File: src/rtl/asc_consts.svh
`ifndef ASC_CONSTS_SVH
`define ASC_CONSTS_SVH

// memory geometry
`define ASC_ADDR_W 15
`define ASC_DATA_W 8
`define ASC_CHIPS 1

// clock rate in kHz and memory timing in ns
`define ASC_CLK_KHZ 20000
`define ASC_T_CYCLE_NS 150
`define ASC_T_WPULSE_NS 80
`define ASC_T_ACCESS_NS 150
`define ASC_T_DIS_NS 45

// cycle counts: least times round up, none below one cycle
`define ASC_NS2CYC(ns) ((((ns) * `ASC_CLK_KHZ) + 999999) / 1000000)
`define ASC_CYC_WPULSE (`ASC_NS2CYC(`ASC_T_WPULSE_NS) + 1)
`define ASC_CYC_ACCESS (`ASC_NS2CYC(`ASC_T_ACCESS_NS) + 1)
`define ASC_CYC_TURN (`ASC_NS2CYC(`ASC_T_DIS_NS) + 1)

// pin idle levels
`define ASC_IDLE_HI 1'b1

`endif

File: src/rtl/asc_pkg.sv
package asc_pkg;
	typedef enum logic [2:0] {
		ASC_IDLE,
		ASC_WSETUP,
		ASC_WPULSE,
		ASC_WHOLD,
		ASC_RWAIT,
		ASC_RDONE,
		ASC_TURN
	} asc_state_t;

	typedef logic [7:0] asc_cnt_t;
endpackage

File: src/rtl/asc_sync3.sv
`timescale 1ns/1ps
`include "asc_consts.svh"

module asc_sync3 #(
	parameter int W = 8
) (
	input wire logic clk,
	input wire logic arst_n,
	input wire logic [W-1:0] din,
	output logic [W-1:0] dout
);
	typedef struct packed {
		logic [W-1:0] s1;
		logic [W-1:0] s2;
		logic [W-1:0] s3;
		logic [W-1:0] q;
	} asc_sync_t;

	asc_sync_t st_reg;
	asc_sync_t st_next;

	// a bit changes only once the second and third stages agree
	always_comb
	begin
		st_next = st_reg;
		st_next.s1 = din;
		st_next.s2 = st_reg.s1;
		st_next.s3 = st_reg.s2;
		for (int i = 0; i < W; i++)
		begin
			if (st_reg.s2[i] == st_reg.s3[i])
				st_next.q[i] = st_reg.s3[i];
		end
	end

	always_ff @(posedge clk or negedge arst_n)
	begin
		if (!arst_n)
			st_reg <= '0;
		else
			st_reg <= st_next;
	end

	assign dout = st_reg.q;
endmodule

File: src/rtl/asc_sram_ctrl.sv
// Function
// - address stands before and through the whole write overlap.
// - data is captured at the first rising edge ending the overlap.
// - host releases the data bus whenever memory outputs are enabled.
// - with several chips, at most one select is active at once.
`timescale 1ns/1ps
`include "asc_consts.svh"

module asc_sram_ctrl
	import asc_pkg::*;
#(
	parameter int AW = `ASC_ADDR_W,
	parameter int DW = `ASC_DATA_W,
	parameter int CHIPS = `ASC_CHIPS,
	parameter int CSW = (CHIPS > 1) ? $clog2(CHIPS) : 1
) (
	input wire logic clk,
	input wire logic arst_n,
	input wire logic reqValid,
	input wire logic reqWrite,
	input wire logic [CSW-1:0] reqChip,
	input wire logic [AW-1:0] reqAddr,
	input wire logic [DW-1:0] reqWdata,
	output logic reqReady,
	output logic rspValid,
	output logic [DW-1:0] rspRdata,
	output logic [AW-1:0] memAddr,
	output logic [CHIPS-1:0] memSel_n,
	output logic memWe_n,
	output logic memOe_n,
	output logic [DW-1:0] memDataOut,
	output logic memDataOe,
	input wire logic [DW-1:0] memDataIn
);
	import asc_pkg::*;

	localparam asc_cnt_t CYC_WPULSE = asc_cnt_t'(`ASC_CYC_WPULSE);
	localparam asc_cnt_t CYC_ACCESS = asc_cnt_t'(`ASC_CYC_ACCESS);
	localparam asc_cnt_t CYC_TURN = asc_cnt_t'(`ASC_CYC_TURN);

	typedef struct packed {
		asc_state_t state;
		asc_cnt_t cnt;
		logic ready;
		logic rvalid;
		logic [DW-1:0] rdata;
		logic [AW-1:0] addr;
		logic [CHIPS-1:0] sel_n;
		logic [CHIPS-1:0] selPend;
		logic we_n;
		logic oe_n;
		logic [DW-1:0] dout;
		logic doe;
	} asc_ctrl_t;

	asc_ctrl_t st_reg;
	asc_ctrl_t st_next;
	logic [DW-1:0] rdSync;

	// one-hot active-low select from the chip index
	function automatic logic [CHIPS-1:0] chipSel(input logic [CSW-1:0] idx);
		logic [CHIPS-1:0] s;
		s = '1;
		for (int i = 0; i < CHIPS; i++)
		begin
			if (CSW'(i) == idx)
				s[i] = 1'b0;
		end
		return s;
	endfunction

	// read data arrives from pins, so it is synchronised before capture
	asc_sync3 #(
		.W(DW)
	) i_asc_sync3 (
		.clk(clk),
		.arst_n(arst_n),
		.din(memDataIn),
		.dout(rdSync)
	);

	// access sequencer; only one request is outstanding at a time
	always_comb
	begin
		st_next = st_reg;
		st_next.rvalid = 1'b0;
		if (st_reg.cnt != '0)
			st_next.cnt = st_reg.cnt - asc_cnt_t'(1);
		unique case (st_reg.state)
			ASC_IDLE:
			begin
				if (reqValid && st_reg.ready)
				begin
					st_next.ready = 1'b0;
					st_next.addr = reqAddr;
					st_next.oe_n = `ASC_IDLE_HI;
					// chip index taken now; the host may move it after this edge
					st_next.selPend = chipSel(reqChip);
					if (reqWrite)
					begin
						// address and data settle a cycle before the pulse
						st_next.dout = reqWdata;
						st_next.doe = 1'b1;
						st_next.state = ASC_WSETUP;
					end
					else
					begin
						// bus released before output enable falls
						st_next.doe = 1'b0;
						st_next.sel_n = chipSel(reqChip);
						st_next.oe_n = 1'b0;
						st_next.cnt = CYC_ACCESS;
						st_next.state = ASC_RWAIT;
					end
				end
			end
			ASC_WSETUP:
			begin
				// both lows start together, so memory never drives
				st_next.we_n = 1'b0;
				st_next.sel_n = st_reg.selPend;
				st_next.cnt = CYC_WPULSE;
				st_next.state = ASC_WPULSE;
			end
			ASC_WPULSE:
			begin
				if (st_reg.cnt == asc_cnt_t'(1))
				begin
					// write enable rises first and ends the overlap
					st_next.we_n = `ASC_IDLE_HI;
					st_next.state = ASC_WHOLD;
				end
			end
			ASC_WHOLD:
			begin
				// data and address held one cycle past the rising edge
				st_next.sel_n = '1;
				st_next.doe = 1'b0;
				st_next.state = ASC_TURN;
				st_next.cnt = asc_cnt_t'(1);
			end
			ASC_RWAIT:
			begin
				// wait covers access time plus the synchroniser depth
				if (st_reg.cnt == '0)
				begin
					st_next.state = ASC_RDONE;
					st_next.cnt = asc_cnt_t'(3);
				end
			end
			ASC_RDONE:
			begin
				if (st_reg.cnt == '0)
				begin
					st_next.rdata = rdSync;
					st_next.rvalid = 1'b1;
					st_next.oe_n = `ASC_IDLE_HI;
					st_next.sel_n = '1;
					st_next.cnt = CYC_TURN;
					st_next.state = ASC_TURN;
				end
			end
			ASC_TURN:
			begin
				// let memory outputs float before anyone drives again
				if (st_reg.cnt == '0)
				begin
					st_next.ready = 1'b1;
					st_next.state = ASC_IDLE;
				end
			end
			default:
			begin
				st_next.state = ASC_IDLE;
			end
		endcase
	end

	always_ff @(posedge clk or negedge arst_n)
	begin
		if (!arst_n)
		begin
			st_reg <= '0;
			st_reg.state <= ASC_IDLE;
			st_reg.ready <= 1'b1;
			st_reg.sel_n <= '1;
			st_reg.we_n <= 1'b1;
			st_reg.oe_n <= 1'b1;
		end
		else
			st_reg <= st_next;
	end

	// all outputs straight from the state register
	assign reqReady = st_reg.ready;
	assign rspValid = st_reg.rvalid;
	assign rspRdata = st_reg.rdata;
	assign memAddr = st_reg.addr;
	assign memSel_n = st_reg.sel_n;
	assign memWe_n = st_reg.we_n;
	assign memOe_n = st_reg.oe_n;
	assign memDataOut = st_reg.dout;
	assign memDataOe = st_reg.doe;
endmodule

File: config.mk
export PLATFORM = sky130hd
export DESIGN_NAME = asc_sram_ctrl
export DESIGN_NICKNAME = d
export VERILOG_FILES = /design/src/rtl/asc_pkg.sv /design/src/rtl/asc_sync3.sv /design/src/rtl/asc_sram_ctrl.sv
export VERILOG_INCLUDE_DIRS = /design/src /design/src/rtl
export SDC_FILE = /design/constraint.sdc
export NUM_CORES = 1
export LEC_CHECK = 0
export ABC_CLOCK_PERIOD_IN_PS = 1960
export BUFFER_PORTS_ARGS = -buffer_cell sky130_fd_sc_hd__buf_2
export CAP_MARGIN = 20
export CELL_PAD_IN_SITES_DETAIL_PLACEMENT = 2
export CELL_PAD_IN_SITES_GLOBAL_PLACEMENT = 2
export CORE_MARGIN = 2
export CORE_UTILIZATION = 33
export DETAILED_ROUTE_END_ITERATION = 16
export MAX_ROUTING_LAYER = met4
export PLACE_DENSITY_LB_ADDON = 0.1
export SLEW_MARGIN = 20
export SYNTH_ARGS = -nofsm -noshare
export SYNTH_HDL_FRONTEND = slang
export SYNTH_SLANG_ARGS = --single-unit
File: constraint.sdc
create_clock -name clk -period 1.96 [get_ports clk]
set_input_delay 0.098 -clock clk [delete_from_list [all_inputs] [get_ports clk]]
set_output_delay 0.098 -clock clk [all_outputs]
set_load 0.01 [all_outputs]
# Word-level counts from Yosys, hierarchy flattened
# Cells that the tools add are included.
dict set report totals {
  inputBits 36
  reg_bits 81
  out_inout_bits 37
}
dict set report op_classes {
  n_mux 25
  n_reduce_logical 18
  n_eq_ne 21
  add_sub_neg 1
}
# cell count
set op_table {}
lappend op_table {{8-bit case mux with 5 select lines} 1}
lappend op_table {{8-bit two-way mux} 3}
lappend op_table {{11-bit two-way mux} 2}
lappend op_table {{3-bit case mux with 7 select lines} 1}
lappend op_table {{9-bit two-way mux} 2}
lappend op_table {{12-bit two-way mux} 1}
lappend op_table {{2-bit inequality test (second input constant)} 6}
lappend op_table {{10-bit two-way mux} 1}
lappend op_table {{3-bit equality test (second input constant)} 3}
lappend op_table {{3-bit two-way mux} 3}
lappend op_table {{3-bit AND reduction} 3}
lappend op_table {{1-bit equality test} 8}
lappend op_table {{8-bit by 1-bit equality test with 1-bit output (second input constant)} 1}
lappend op_table {{8-bit logical NOT} 1}
lappend op_table {{1-bit case mux with 2 select lines} 4}
lappend op_table {{2-bit AND reduction} 4}
lappend op_table {{2-bit nonzero test} 4}
lappend op_table {{8-bit nonzero test} 1}
lappend op_table {{8-bit by 1-bit subtractor with 8-bit output (second input constant)} 1}
lappend op_table {{3-bit by 2-bit equality test with 1-bit output (second input constant)} 2}
lappend op_table {{1-bit two-way mux} 5}
lappend op_table {{5-bit AND reduction} 1}
lappend op_table {{1-bit case mux with 4 select lines} 1}
lappend op_table {{4-bit AND reduction} 1}
lappend op_table {{5 further kinds} 5}

# Longest topological paths before layout
dict set report logic_depth {
  depth_word 5
  depth_mapped 9
  mapped_depth_nobuf 8
}

# Modules after synthesis
# A second synthesis with hierarchy kept.
dict set report unflattened {
  hier_cells 249
  hier_area_um2 3378.2
}
# module n_inst cells_per_inst area_each_um2
set modules_own_cells {}
lappend modules_own_cells {asc_sram_ctrl 1 201 2427.3}
lappend modules_own_cells {asc_sync3 1 48 950.9}

# Least setup slack after synthesis
# OpenSTA, ideal clock, no wires.
dict set report synth_timing {
  path_kind {register -> register}
  start {register st_reg[40] (netlist name)}
  end {register st_reg (netlist bit rspRdata[0])}
  setup_ns 0.125
  path_stages_with_launch 8
  synth_period_minus_slack_ns 2.037
  path_slack_ns -0.077
  arrival_ns 1.912
  path_cell_list {dfrtp_1 nor4_4 and3_1 buf_6 inv_4 or3_4 buf_6 mux2_4}
}
dict set report synth_via {
  elab_chain_len 2
}
# element line_no
set synth_rtl {}
lappend synth_rtl {{start, declared} asc_sram_ctrl.sv:56} ;# asc_ctrl_t st_reg;
lappend synth_rtl {{start signal, assigned} asc_sram_ctrl.sv:191} ;# st_reg <= st_next;
lappend synth_rtl {{8-bit logical NOT} asc_sram_ctrl.sv:153} ;# if (st_reg.cnt == '0)
lappend synth_rtl {{2-bit AND reduction (no source line)} n/a}
# No other way between the ends.
# A chain may end at the register's enable or synchronous reset.

# Worst setup path after layout
dict set report layout_timing {
  start {register st_reg[43] (netlist name)}
  end {register st_reg (netlist bit rspRdata[3])}
}
# The elaborated chain is that of the path after synthesis.

==> results.ini <==
[status]
status = complete, no violations

[critical_path]
start_kind = flip-flop
crit_type = reg -> reg
worst_setup_path_end_kind = flip-flop
crit_path_top_delay_cell = or3_4
critPathMaxFanout = 5
worst_r2r_path_depth = 5
cp_cell_sequence = nor4_4, and3_4, inv_4, or3_4, mux2_4
path_buf_inv = 1
r2r-start = st_reg[43]
arrival_ps = 2160
reg2reg_to = rspRdata[3]
crit_required_ps = 2200
slowest_delay_ps = 440
cp_top_family = simple AND/OR/NAND/NOR gates
r2r_slack_ps = 40

[routing]
routed_wl_um = 7490
routedWlPerCell_um = 15.5
vias_per_cell = 4.50
drcViolationCount = 0
vias = 2180
antenna_left = 0
dr.first_iter.drc_count = 57
drtPass1Iterations = 4

[cells_and_area]
fillers = 1042
diodes = 0
areaGrowthSynthToFinish_pct = 28.7
fin_cells = 484
regArea_mm2 = 0.00203
multi_input_area_mm2 = 0.00102
final_net_count = 387
fin_util_pct = 43.8
drive_gt1_share_pct = 41.9
largest_reg_flops = 16

[worst_hold_path]
hold_path_class = in -> reg
min_to = memOe_n
min-delay-start = reqWrite
hold_path_depth = 3

[die]
die_area_mm2 = 0.0109
die_y_um = 105
start_util_pct = 34.0
pin_count = 73
core_area_mm2 = 0.00982
rows = 36
die_w_um = 105

[clocking]
clkTransAtPathRegs_ps = 70
cts_tree = done
cts_num_sinks = 81
cts_buffers = 9
clockBufferDepth = 2
cts.htree.levels = 3
clockRootBuffer = clkbuf_8
clock_latency_ps = 360

[synthesis]
ys_seq_area_share_pct = 60.8
synth_cell_types = 43
ys.flop_type = dfrtp_1
synth_xor_area_share_pct = 1.57
synth_top_family_by_area = multiplexers
syn_inst = 248
ys_async_sr_fraction_pct = 100
synth_edf_count = 0
yosys_register_bits = 81
syn_area_mm2 = 0.00334
avgSynthCellArea_um2 = 13.5
synthAdderAreaFrac_pct = 4.27
synthSimpleGateAreaFrac_pct = 7.12
synth-warning-count = 0
syn_nets = 289
synth_mux_area_share_pct = 12.0
synth-compound-area-share_pct = 5.06

[sta]
whs_ps = 148
fin_skew_ps = 8.46
fin_crit_sh_pct = 97.9
tightest_slew_ps = 499
setup_viol = 0
slew_headroom_pct = 66.7
fin_crit_ps = 1920
grt_setup_unrepaired = true
fmax_mhz = 521
slew_viol_final = 0
hold_viol_final = 0

[global_route]
antenna_found_initial = 0
grt_pass1_vias = 2464
grt_pass1_wl_um = 12400
grt_max_degree = 38
overflow = 0
grt_usage_pct = 15.2

[placed_design]
dp_hpwl_um = 4910
port_buffers = 72
place_inst = 432
gp_congestion = 0.753

[power_and_ir_drop]
leakage_nw = 2.09
power_mw = 4.35
peakVddDrop_v = 0.000466
power_density_mw_per_mm2 = 1010

[job]
cap_viol_max_count = 0

## cells in the mapped netlist, types with 2 or more instances
library cell	instances	area, um2
nor4_1	2	12.5
mux2_2	24	270
o21bai_1	2	15.0
o221ai_1	2	17.5
nand3_1	2	10.0
nand2b_1	2	12.5
maj3_1	8	80.1
o21ai_0	7	35.0
clkbuf_1	5	18.8
inv_1	7	26.3
nor2_1	16	60.1
dfrtp_1	77	1930
xor2_1	2	17.5
buf_4	31	233
xnor2_1	4	35.0
ha_1	5	62.6
nor2b_1	2	12.5
nand2_1	10	37.5
buf_6	2	22.5
dfstp_2	4	105
a21oi_1	3	15.0
a31oi_1	3	18.8
mux2_4	8	120
## worst max-delay path by stage
stage                  end  cells after the start  slack (ps)        from
4_1_cts        rspRdata[3]                      5          20  st_reg[40]
3_5_place_dp   rspRdata[1]                      5         -60  st_reg[43]
6_report       rspRdata[3]                      5          40  st_reg[43]
2_1_floorplan  rspRdata[0]                      7         -10  st_reg[43]
5_1_grt        rspRdata[3]                      5         -30  st_reg[43]
3_3_place_gp   rspRdata[7]                      5          -3  st_reg[43]
## metal layers
| layer | vias up | GRT usage (%) | wire (um) | part of all wire, % |
|---|---|---|---|---|
| met3 | 11 | 4.74 | 354 | 4.7 |
| met2 | 57 | 23.5 | 3550 | 47 |
| met4 | 0 | 6.00 | 139 | 1.9 |
| li1 | 1017 | - | - | - |
| met1 | 1095 | 18.6 | 3440 | 46 |
| met5 | - | - | 0 | 0 |
## cells by family (layout without fill, tap and decap cells)
| logic type | after synthesis | after routing |
|---|---|---|
| buffers and inverters | 46 | 148 |
| DFF | 81 | 81 |
| and+or+nand+nor | 44 | 45 |
| xor gates and xnor gates | 6 | 6 |
| AOI/OAI and AO/OA | 25 | 25 |
| muxes | 33 | 33 |
| adders and majority gates | 13 | 13 |
## worst register-to-register path, cell delays in order (launching register included)
cell	delay, ps
dfrtp_1	420
nor4_4	330
and3_4	250
inv_4	40
or3_4	450
mux2_4	320
## where the power goes
part / total, mW / switching, mW / internal (mW)
Sequential: 2.09 / 0.176 / 1.91
Clock: 1.23 / 0.606 / 0.627
Combinational: 1.03 / 0.502 / 0.533
Total: 4.35 / 1.28 / 3.07
## per-stage QoR
step / area, um2 / TNS [ps] / worst slack, ps
global placement: 3740 / -17.4 / -2.96
finish: 4300 / 0 / 42.0
floorplan: 3340 / -101 / -12.6
global route: 4300 / -139 / -31.2
CTS: 4280 / 0 / 15.9
detailed placement: 3740 / -472 / -62.5
## what timing repair did
item | in CTS | in global routing
cloned | 0 | 1
gates resized for setup | 1 | 2
endpoints found under the setup margin | 8 | 9
endpoints found under the hold margin | 62 | 0
pin swaps | 1 | 3
buffers inserted | 1 | 1
hold buffers | 33 | 0
## cell type report
class | instances | area share (%)
multi-input cells | 122 | 23.8
clock buffers | 12 | 3.38
inverters | 8 | 0.756
well taps | 133 | 3.87
repair buffers | 124 | 19.7
clock inverters | 4 | 1.22
flip-flops and latches | 81 | 47.3
## layout by cell type, fill, tap and decap left out, types with 3 or more instances in the layout
cell           synthesis  layout
dfrtp_1               77      77
buf_2                  0      71
dlygate4sd3_1          0      33
mux2_2                24      24
buf_4                 31      19
nor2_1                16      16
nand2_1               10      10
clkbuf_8               0      10
maj3_1                 8       8
mux2_4                 8       8
inv_1                  7       7
o21ai_0                7       7
ha_1                   5       5
xnor2_1                4       4
dfstp_2                4       4
a21oi_1                3       3
a31oi_1                3       3
No activity file was read; power rests on OpenSTA's default activity.
